`src/hdl/odt_pd_pkg.sv`:
```
// Purpose: shared constants and types for the power-down termination controller
// Assumes: one clock at 25 MHz; latencies counted in whole clock cycles
// Notes:   analog settling is abstracted to whole cycles of the device clock
package odt_pd_pkg;

	// ==========================================================
	// clock and asynchronous termination timing
	localparam int CLK_PERIOD_PS   = 40000;
	localparam int T_AONPD_MIN_PS  = 2000;
	localparam int T_AONPD_MAX_PS  = 8500;
	localparam int T_AOFPD_MIN_PS  = 2000;
	localparam int T_AOFPD_MAX_PS  = 8500;
	// least times round up, longest times round down, never under one cycle
	localparam int T_AONPD_MIN_CYC = ((T_AONPD_MIN_PS + CLK_PERIOD_PS - 1) / CLK_PERIOD_PS) < 1 ?
		1 : ((T_AONPD_MIN_PS + CLK_PERIOD_PS - 1) / CLK_PERIOD_PS);
	localparam int T_AONPD_MAX_CYC = (T_AONPD_MAX_PS / CLK_PERIOD_PS) < 1 ?
		1 : (T_AONPD_MAX_PS / CLK_PERIOD_PS);
	localparam int T_AOFPD_MIN_CYC = ((T_AOFPD_MIN_PS + CLK_PERIOD_PS - 1) / CLK_PERIOD_PS) < 1 ?
		1 : ((T_AOFPD_MIN_PS + CLK_PERIOD_PS - 1) / CLK_PERIOD_PS);
	localparam int T_AOFPD_MAX_CYC = (T_AOFPD_MAX_PS / CLK_PERIOD_PS) < 1 ?
		1 : (T_AOFPD_MAX_PS / CLK_PERIOD_PS);

	// ==========================================================
	// latencies relative to write latency
	localparam int          WL_W        = 5;
	localparam int          MAX_LAT     = 32;
	localparam logic [4:0]  ODTL_OFFSET = 5'h02;  // odtlon = odtloff = wl - 2
	localparam logic [4:0]  TANPD_OFFSET = 5'h01; // tanpd = wl - 1
	localparam logic [4:0]  PIPE_OFFSET = 5'h04;  // tap = odtl - 2 register stages

	// ==========================================================
	// window counts (cycles), defaults only
	localparam int          CNT_W          = 12;
	localparam int          TCPDED_CYC_DEF = 1;
	localparam int          TRFC_CYC_DEF   = 64;
	localparam int          TXPDLL_CYC_DEF = 24;
	localparam logic [11:0] CNT_ZERO       = 12'h000;
	localparam logic [11:0] CNT_ONE        = 12'h001;

	// ==========================================================
	// reset values
	localparam logic        RTT_RESET   = 1'b0;
	localparam logic [1:0]  SYNC_RESET  = 2'b00;
	// cke leaves reset at its idle (powered-up) level so no false edge follows
	localparam logic [1:0]  CKE_SYNC_RESET = 2'b11;
	localparam logic        CKE_Q_RESET    = 1'b1;

	// ==========================================================
	// types
	typedef enum logic [1:0] {
		ST_ACTIVE = 2'b00,
		ST_ENTRY  = 2'b01,
		ST_PD     = 2'b11,
		ST_EXIT   = 2'b10
	} pd_state_e;

	typedef struct packed {
		logic            dll_on;       // device runs with dll enabled
		logic            pd_dll_fast;  // 1: dll kept running in power-down, 0: frozen
		logic [WL_W-1:0] wl;           // write latency, cwl + al
	} odt_cfg_s;

	typedef struct packed {
		logic rtt_on;       // termination enabled
		logic async_mode;   // termination follows pin without latency
		logic trans_flag;   // response not guaranteed synchronous
		logic pd_active;    // frozen-dll precharge power-down in effect
		logic cmd_rx_en;    // command/address receivers enabled
		logic cmd_in_pd;    // read or write seen while powered down
	} odt_stat_s;

endpackage

```
`src/hdl/odt_delay_line.sv`:
```
// Purpose: variable-tap shift register for latency-timed termination
// Assumes: tap is stable while used; output is delayed tap + 1 cycles
// Notes:   storage is flip-flops addressed by index
`timescale 1ns/1ps
module odt_delay_line
	import odt_pd_pkg::*;
#(
	parameter int DEPTH = MAX_LAT
)(
	// clock and reset
	input  wire logic                     clk,
	input  wire logic                     rstn,
	// data
	input  wire logic                     din,
	input  wire logic [$clog2(DEPTH)-1:0] tap,
	output logic                          dout
);

	// ==========================================================
	// shift register
	logic [DEPTH-1:0] stage;

	always_ff @(posedge clk or negedge rstn)
	begin
		if (!rstn)
			stage <= '0;
		else
			stage <= {stage[DEPTH-2:0], din};
	end

	assign dout = stage[tap];

endmodule // odt_delay_line

```
`src/hdl/odt_pd_ctrl.sv`:
```
// What this block does
// frozen dll in power-down selects asynchronous termination
// asynchronous mode ignores additive latency
// async turn-on between 2 and 8.5 ns
// async turn-off between 2 and 8.5 ns
// odt stays live; no commands in power-down
// entry window starts wl-1 before cke low
// entry ends after tcpded or later trfc
// start cycle excluded, end cycles included
// turn-on in window may be either timing
// turn-off in window may be either timing
// exit window wl-1 before to txpdll after
// outside windows termination is latency timed
// overlapping entry then exit merge windows
// overlapping exit then entry merge windows
// synchronous latency is wl minus 2
// count windows, flag non-synchronous response
//
// Purpose: on-die termination timing control across precharge power-down
// Assumes: pins other than banks_idle are sampled by two flops; latencies count from the synced pin
// Notes:   the wl-1 cycles before a cke edge cannot be known ahead; changes made
//          there are still in the latency pipe and take effect early, as entry follows the synced pin
`timescale 1ns/1ps
module odt_pd_ctrl
	import odt_pd_pkg::*;
#(
	parameter int TCPDED_CYC = TCPDED_CYC_DEF,
	parameter int TRFC_CYC   = TRFC_CYC_DEF,
	parameter int TXPDLL_CYC = TXPDLL_CYC_DEF
)(
	// clock and reset
	input  wire logic      clk,
	input  wire logic      rstn,
	// pins from the controller
	input  wire logic      odt_pin,
	input  wire logic      cke_pin,
	input  wire logic      refresh_cmd,
	input  wire logic      rdwr_cmd,
	input  wire logic      banks_idle,
	// mode register settings
	input  wire odt_cfg_s  cfg,
	// status and termination control
	output odt_stat_s      stat,
	output logic [CNT_W-1:0] win_count
);

	// ==========================================================
	// pin synchronisers
	logic [1:0] odt_sr;
	logic [1:0] cke_sr;
	logic [1:0] ref_sr;
	logic [1:0] rdwr_sr;
	logic       odt_s;
	logic       cke_s;
	logic       ref_s;
	logic       rdwr_s;
	logic       cke_q;

	always_ff @(posedge clk or negedge rstn)
	begin
		if (!rstn)
		begin
			odt_sr  <= SYNC_RESET;
			cke_sr  <= CKE_SYNC_RESET;
			ref_sr  <= SYNC_RESET;
			rdwr_sr <= SYNC_RESET;
			cke_q   <= CKE_Q_RESET;
		end
		else
		begin
			odt_sr  <= {odt_sr[0], odt_pin};
			cke_sr  <= {cke_sr[0], cke_pin};
			ref_sr  <= {ref_sr[0], refresh_cmd};
			rdwr_sr <= {rdwr_sr[0], rdwr_cmd};
			cke_q   <= cke_s;
		end
	end

	assign odt_s  = odt_sr[1];
	assign cke_s  = cke_sr[1];
	assign ref_s  = ref_sr[1];
	assign rdwr_s = rdwr_sr[1];

	logic cke_fall;
	logic cke_rise;
	logic frozen;

	assign cke_fall = cke_q && !cke_s;
	assign cke_rise = !cke_q && cke_s;
	// only precharge power-down with the dll frozen goes asynchronous
	assign frozen   = cfg.dll_on && !cfg.pd_dll_fast && banks_idle;

	// ==========================================================
	// window counters
	logic [CNT_W-1:0] cpded_cnt;
	logic [CNT_W-1:0] rfc_cnt;
	logic [CNT_W-1:0] xpdll_cnt;
	pd_state_e        state;
	pd_state_e        next_state;

	// tcpded counts from the first cycle cke is low, that cycle being count one
	always_ff @(posedge clk or negedge rstn)
	begin
		if (!rstn)
			cpded_cnt <= CNT_ZERO;
		else if (cke_fall && frozen)
			cpded_cnt <= CNT_W'(TCPDED_CYC) - CNT_ONE;
		else if (cpded_cnt != CNT_ZERO)
			cpded_cnt <= cpded_cnt - CNT_ONE;
	end

	// refresh in progress stretches the entry window to trfc
	always_ff @(posedge clk or negedge rstn)
	begin
		if (!rstn)
			rfc_cnt <= CNT_ZERO;
		else if (ref_s && cke_s)
			rfc_cnt <= CNT_W'(TRFC_CYC) - CNT_ONE;
		else if (rfc_cnt != CNT_ZERO)
			rfc_cnt <= rfc_cnt - CNT_ONE;
	end

	always_ff @(posedge clk or negedge rstn)
	begin
		if (!rstn)
			xpdll_cnt <= CNT_ZERO;
		else if (cke_rise)
			xpdll_cnt <= CNT_W'(TXPDLL_CYC) - CNT_ONE;
		else if (xpdll_cnt != CNT_ZERO)
			xpdll_cnt <= xpdll_cnt - CNT_ONE;
	end

	// ==========================================================
	// power-down state machine
	always_comb
	begin
		next_state = state;
		unique case (state)
			ST_ACTIVE:
				if (cke_fall && frozen)
					next_state = ST_ENTRY;
			ST_ENTRY:
				// end cycles at tcpded and trfc stay inside the window
				if (cke_rise)
					next_state = ST_EXIT;
				else if (cpded_cnt == CNT_ZERO && rfc_cnt == CNT_ZERO)
					next_state = ST_PD;
			ST_PD:
				if (cke_rise)
					next_state = ST_EXIT;
			ST_EXIT:
				// an early re-entry keeps the window open with no gap
				if (cke_fall && frozen)
					next_state = ST_ENTRY;
				else if (xpdll_cnt == CNT_ZERO && cpded_cnt == CNT_ZERO
					&& rfc_cnt == CNT_ZERO)
					next_state = ST_ACTIVE;
		endcase
	end

	always_ff @(posedge clk or negedge rstn)
	begin
		if (!rstn)
			state <= ST_ACTIVE;
		else
			state <= next_state;
	end

	// ==========================================================
	// termination paths
	logic [$clog2(MAX_LAT)-1:0] sync_tap;
	logic                       sync_odt;
	logic                       async_sel;

	// two register stages follow the tap, so tap = wl - 4 gives wl - 2 overall
	assign sync_tap = cfg.wl - PIPE_OFFSET;

	odt_delay_line #(
		.DEPTH (MAX_LAT)
	) u_latency (
		.clk  (clk),
		.rstn (rstn),
		.din  (odt_s),
		.tap  (sync_tap),
		.dout (sync_odt)
	);

	// inside any window either timing is legal; the fast path is used there
	// since it never lags a frozen dll
	assign async_sel = (state != ST_ACTIVE);

	always_ff @(posedge clk or negedge rstn)
	begin
		if (!rstn)
			stat.rtt_on <= RTT_RESET;
		else if (async_sel)
			stat.rtt_on <= odt_s;
		else
			stat.rtt_on <= sync_odt;
	end

	// ==========================================================
	// status flags
	always_ff @(posedge clk or negedge rstn)
	begin
		if (!rstn)
		begin
			stat.async_mode <= 1'b0;
			stat.trans_flag <= 1'b0;
			stat.pd_active  <= 1'b0;
		end
		else
		begin
			stat.async_mode <= (next_state == ST_PD);
			stat.trans_flag <= (next_state != ST_ACTIVE);
			stat.pd_active  <= (next_state == ST_ENTRY || next_state == ST_PD);
		end
	end

	// command receivers may be off; odt receiver is never gated
	always_ff @(posedge clk or negedge rstn)
	begin
		if (!rstn)
		begin
			stat.cmd_rx_en <= 1'b1;
			stat.cmd_in_pd <= 1'b0;
		end
		else
		begin
			stat.cmd_rx_en <= cke_s;
			stat.cmd_in_pd <= rdwr_s && !cke_s;
		end
	end

	// remaining count of whichever window is open
	always_ff @(posedge clk or negedge rstn)
	begin
		if (!rstn)
			win_count <= CNT_ZERO;
		else if (next_state == ST_EXIT)
			win_count <= xpdll_cnt;
		else if (next_state == ST_ENTRY)
			win_count <= (cpded_cnt > rfc_cnt) ? cpded_cnt : rfc_cnt;
		else
			win_count <= CNT_ZERO;
	end

	// ==========================================================
	// checks
	logic [MAX_LAT-1:0] odt_hist;
	logic [5:0]         steady;

	always_ff @(posedge clk or negedge rstn)
	begin
		if (!rstn)
		begin
			odt_hist <= '0;
			steady   <= 6'h00;
		end
		else
		begin
			odt_hist <= {odt_hist[MAX_LAT-2:0], odt_s};
			if (state != ST_ACTIVE)
				steady <= 6'h00;
			else if (steady != 6'h3f)
				steady <= steady + 6'h01;
		end
	end

	chk_sync_latency: assert property (@(posedge clk) disable iff (!rstn)
		(steady > 6'h21 && $stable(cfg.wl))
		|-> stat.rtt_on == odt_hist[cfg.wl - ODTL_OFFSET - 5'h01])
		else $error("termination not at wl-2 latency");

	chk_async_follow: assert property (@(posedge clk) disable iff (!rstn)
		(state == ST_PD && $past(state) == ST_PD) |=> stat.rtt_on == $past(odt_s))
		else $error("async termination not one cycle behind pin");

	chk_entry_start: assert property (@(posedge clk) disable iff (!rstn)
		(state == ST_ACTIVE && cke_fall && frozen) |=> state == ST_ENTRY ##1 stat.trans_flag)
		else $error("power-down entry window missed");

	chk_refresh_hold: assert property (@(posedge clk) disable iff (!rstn)
		(state == ST_ENTRY && rfc_cnt != CNT_ZERO && !cke_rise) |=> state == ST_ENTRY)
		else $error("entry window closed before refresh ended");

	chk_exit_end: assert property (@(posedge clk) disable iff (!rstn)
		(state == ST_EXIT && xpdll_cnt != CNT_ZERO) |=> state != ST_ACTIVE)
		else $error("exit window closed before txpdll");

	chk_pd_cmd_block: assert property (@(posedge clk) disable iff (!rstn)
		(!cke_s ##1 !cke_s) |-> !stat.cmd_rx_en)
		else $error("command receivers enabled in power-down");

	chk_sync_outside: assert property (@(posedge clk) disable iff (!rstn)
		(state == ST_ACTIVE && $past(state) == ST_ACTIVE && !(cke_fall && frozen))
		|=> !stat.trans_flag && !stat.async_mode)
		else $error("flag raised outside transition windows");

	chk_window_union: assert property (@(posedge clk) disable iff (!rstn)
		(state == ST_EXIT && cke_fall && frozen) |=> state == ST_ENTRY && stat.trans_flag)
		else $error("overlapping windows not merged");

	chk_fast_stays_sync: assert property (@(posedge clk) disable iff (!rstn)
		(state == ST_ACTIVE && cfg.pd_dll_fast) |=> state == ST_ACTIVE)
		else $error("async mode entered with dll running");

endmodule // odt_pd_ctrl

```
`config.mk`:
```
export PLATFORM = sky130hd
export DESIGN_NAME = odt_pd_ctrl
export DESIGN_NICKNAME = d
export VERILOG_FILES = /design/src/hdl/odt_pd_pkg.sv /design/src/hdl/odt_delay_line.sv /design/src/hdl/odt_pd_ctrl.sv
export SDC_FILE = /design/constraint.sdc
export NUM_CORES = 1
export LEC_CHECK = 0
export BUFFER_PORTS_ARGS = -buffer_cell sky130_fd_sc_hd__clkbuf_2
export CAP_MARGIN = 25
export CORE_ASPECT_RATIO = 0.7
export CORE_MARGIN = 2
export CORE_UTILIZATION = 49
export DETAILED_ROUTE_END_ITERATION = 8
export GPL_TIMING_DRIVEN = 0
export PLACE_DENSITY = 0.7
export SLEW_MARGIN = 20
export SYNTH_ARGS = -nofsm -noshare
export SYNTH_HDL_FRONTEND = slang
export SYNTH_SLANG_ARGS = --single-unit
```
`constraint.sdc`:
```
create_clock -name clk -period 2.1 [get_ports clk]
set_input_delay 0.105 -clock clk [delete_from_list [all_inputs] [get_ports clk]]
set_output_delay 0.105 -clock clk [all_outputs]
set_load 0.02 [all_outputs]
```
==> metrics.md <==
| Metric | Value |
|---|---|
| Syn avg cell area | 11.3 µm² |
| Final std cells w/o fill | 586 |
| Failing checks | negative setup slack |
| Via/cell ratio | about 5.5 |
| Buffers on Ports | 29 |
| Power per cell area | between 1000 and 1500 nW/µm² |
| Cell taking the most area after synthesis | dfrtp_1 |
| #FFs+latches synth | 96 |
| Outcome | finished, violations left |
| First-pass GRT wire length | 16,500 µm |
| Root buffer cell | clkbuf_16 |
| Final nets | 492 |
| DP Cell Count | 530 |
| Crit path kind | register to register |
| Die ar. | 9570 µm² |
| CTS tree | built |
| Final core utilization | 65.1% |
| Largest cells by area after synthesis | dfrtp_1 54%, mux4_2 5.2%, ha_1 4.9% |
| Max H-tree Level | 3 |
| Gr ovfl total | 0 |
| Fin Hold WS | ~0.18 ns |
| Iteration-0 DRC Markers | 245 |
| Skew-Pair Late Insertion Delay | 0.35 ns |
| Largest fanout on the critical path | 10 |
| Diode count | 0 |
| Final Instance Area | 5520 µm² |
| Total GRT Usage | 23.8% |
| Peak VDD IR | 864 µV |
| Vias in the first global route | ~3,200 |
| Routed vias | 3,238 |
| Area post-placement | 4620 µm² |
| Fin Setup TNS | -1.10 ns |
| Primary FF master, synth | dfrtp_1 |
| DRC viols | 0 |
| Setup crit end kind | register |
| Fillers | between 600 and 700 |
| Syn-to-layout area delta | 28.1% |
| Post-DRT Antenna Nets | 0 |
| Yosys cell types | 45 |
| DP HPWL | 6370 µm |
| Max-cap violations | 0 |
| Core area | 8480 µm² |
| Clk buf depth | 2 |
| Post-synthesis cell count | 381 |
| Share of cells above drive strength 1 | 31.1% |
| Synth top area share | 54.0% |
| Syn Nets | 412 |
| Clk slew on worst S/H paths | 0.07 ns |
| Final WL | slightly above 10,000 µm |
| Worst setup margin | -0.148 ns |
| EDFF count, synth | 0 |
| Worst endpoint data arrival time | between 2 and 2.5 ns |
| Leading cell type in the layout, fill and taps excluded | dfrtp_1 |
| # rows | 28 |
| Most frequent cells in the layout | 82 x dfrtp_1, 49 x nand2_1, 39 x nor2_1, 37 x buf_4, 28 x clkbuf_2 |
| DIE HEIGHT | 82.4 µm |
| Initial DRT Pass Iterations | 5 |
| RSZ-0062 raised after global routing | true |
| CTS buffer count | 9 |
| Antenna violations before repair | 0 |
| I/O pins | 32 |
| TritonCTS sink count | 96 |
| P_leak | 2.41 nW |
| Largest net degree at the start of global routing | 97 |
| Max frequency | 445 MHz |
| Die X | 116 µm |
| Mapped cell area | 4310 µm² |
| Clock skew | around 0.0063 ns |
| Critical Path RT | 2.30 ns |
| Minimum clock period | between 2 and 2.5 ns |
| Asr flop ratio synth | 100% |
| Hold Fails Final Rpt | 0 |
| Starting Density | 50.8% |
| DP Worst Slack | -0.406 ns |
| Crit path launch type | register |
| Max_slew headroom | 50.7% |
| Synth Warn # | 0 |
| Period Utilization, post-route | 107% |
| Design Power | around 7 mW |
| Routed length per instance | 17.7 µm |
| Gp weighted congestion | 0.925 |
| Register area share after synthesis | 55.9% |
| Worst-Margin Slew | about 0.74 ns |
| Max Slew Vio Count | 0 |
| Setup violators final | 12 |
| HP Class | primary input to register |
[cell usage after synthesis, drive strengths merged, types with 3 or more instances]
cell	count
nor3	12
dfrtp	93
a21oi	11
nor2b	3
nor2	41
nand2b	3
nand4	16
or3	5
xnor2	19
nand3	10
ha	17
o211ai	14
dfstp	3
o21ai	5
nand2	49
xor2	7
mux4	10
inv	21
clkbuf	7
nor4	8
buf	6
[power breakdown]
group	internal, mW	total [mW]	switching, mW	leakage [nW]
Clock	1.16	1.87	0.704	0.170
Sequential	2.21	2.62	0.412	1.15
Combinational	1.13	2.51	1.38	1.09
[kinds of logic (layout without fill, tap and decap cells)]
group | Yosys count | after routing | synth area share (%)
and+or+nand+nor | 155 | 155 | 17.8
DFF | 96 | 96 | 55.9
AOI/OAI and AO/OA | 40 | 40 | 6.86
buffers and inverters | 34 | 119 | 3.31
xor gates and xnor gates | 26 | 26 | 5.29
adders and majority gates | 17 | 17 | 4.94
muxes | 13 | 13 | 5.96
[layer usage]
metal	part of all wire [%]	GRT usage (%)	wire length [µm]	vias up
li1	-	-	-	1484
met1	46	34.3	4790	1620
met2	45	35.4	4710	113
met3	6.6	5.47	683	21
met4	2.0	9.40	206	0
met5	0	0	0	-
[critical path, cell delays in order (launching register included)]
cell and delay (ns):
dfrtp_2 0.46, buf_4 0.17, nor4_4 0.38, nand3_4 0.16, o41ai_4 0.48, o31ai_4 0.10
buf_6 0.15, nand2_1 0.07, o211ai_1 0.13
[flip-flops by register name, summed over array words and instances, names as in the netlist]
register	count
ref_sr	2
xpdll_cnt	12
cke_sr	2
rdwr_sr	2
odt_sr	2
state	2
u_latency.stage	32
cpded_cnt	12
rfc_cnt	12
win_count	12
stat	6
[layout make-up]
cell class	instances	area (µm²)	share of cell area, %
clock inverters	7	118	2.13
clock buffers	9	225	4.08
flip-flops and latches	96	2420	43.9
inverters	21	78.8	1.43
plain buffers	13	83.8	1.52
multi-input cells	251	1960	35.5
repair buffers	69	479	8.69
well taps	120	150	2.72
[repair_timing]
item	CTS	global route
pin swaps	10	8
hold endpoints to repair	97	0
hold buffers	5	0
buffers inserted	29	6
gates resized for setup	34	16
setup endpoints to repair	13	22
cloned	0	0
[worst paths after layout]
| path | startpoint | endpoint | slack [ns] | cells past startpoint |
|---|---|---|---|---|
| worst max-delay path | cpded_cnt[8] | win_count[3] | -0.15 | 8 |
| worst min-delay path | cfg[4] | stat[5] | 0.18 | 4 |
| worst max register to register | cpded_cnt[8] | win_count[3] | -0.15 | 8 |
| worst min register to register | ref_sr[0] | ref_sr[1] | 0.35 | 0 |
| max in group asynchronous | rstn | rfc_cnt[5] | 1.17 | 2 |
| min in group asynchronous | rstn | u_latency.stage[5] | 0.36 | 2 |
No activity file was read; power rests on OpenSTA's default activity.
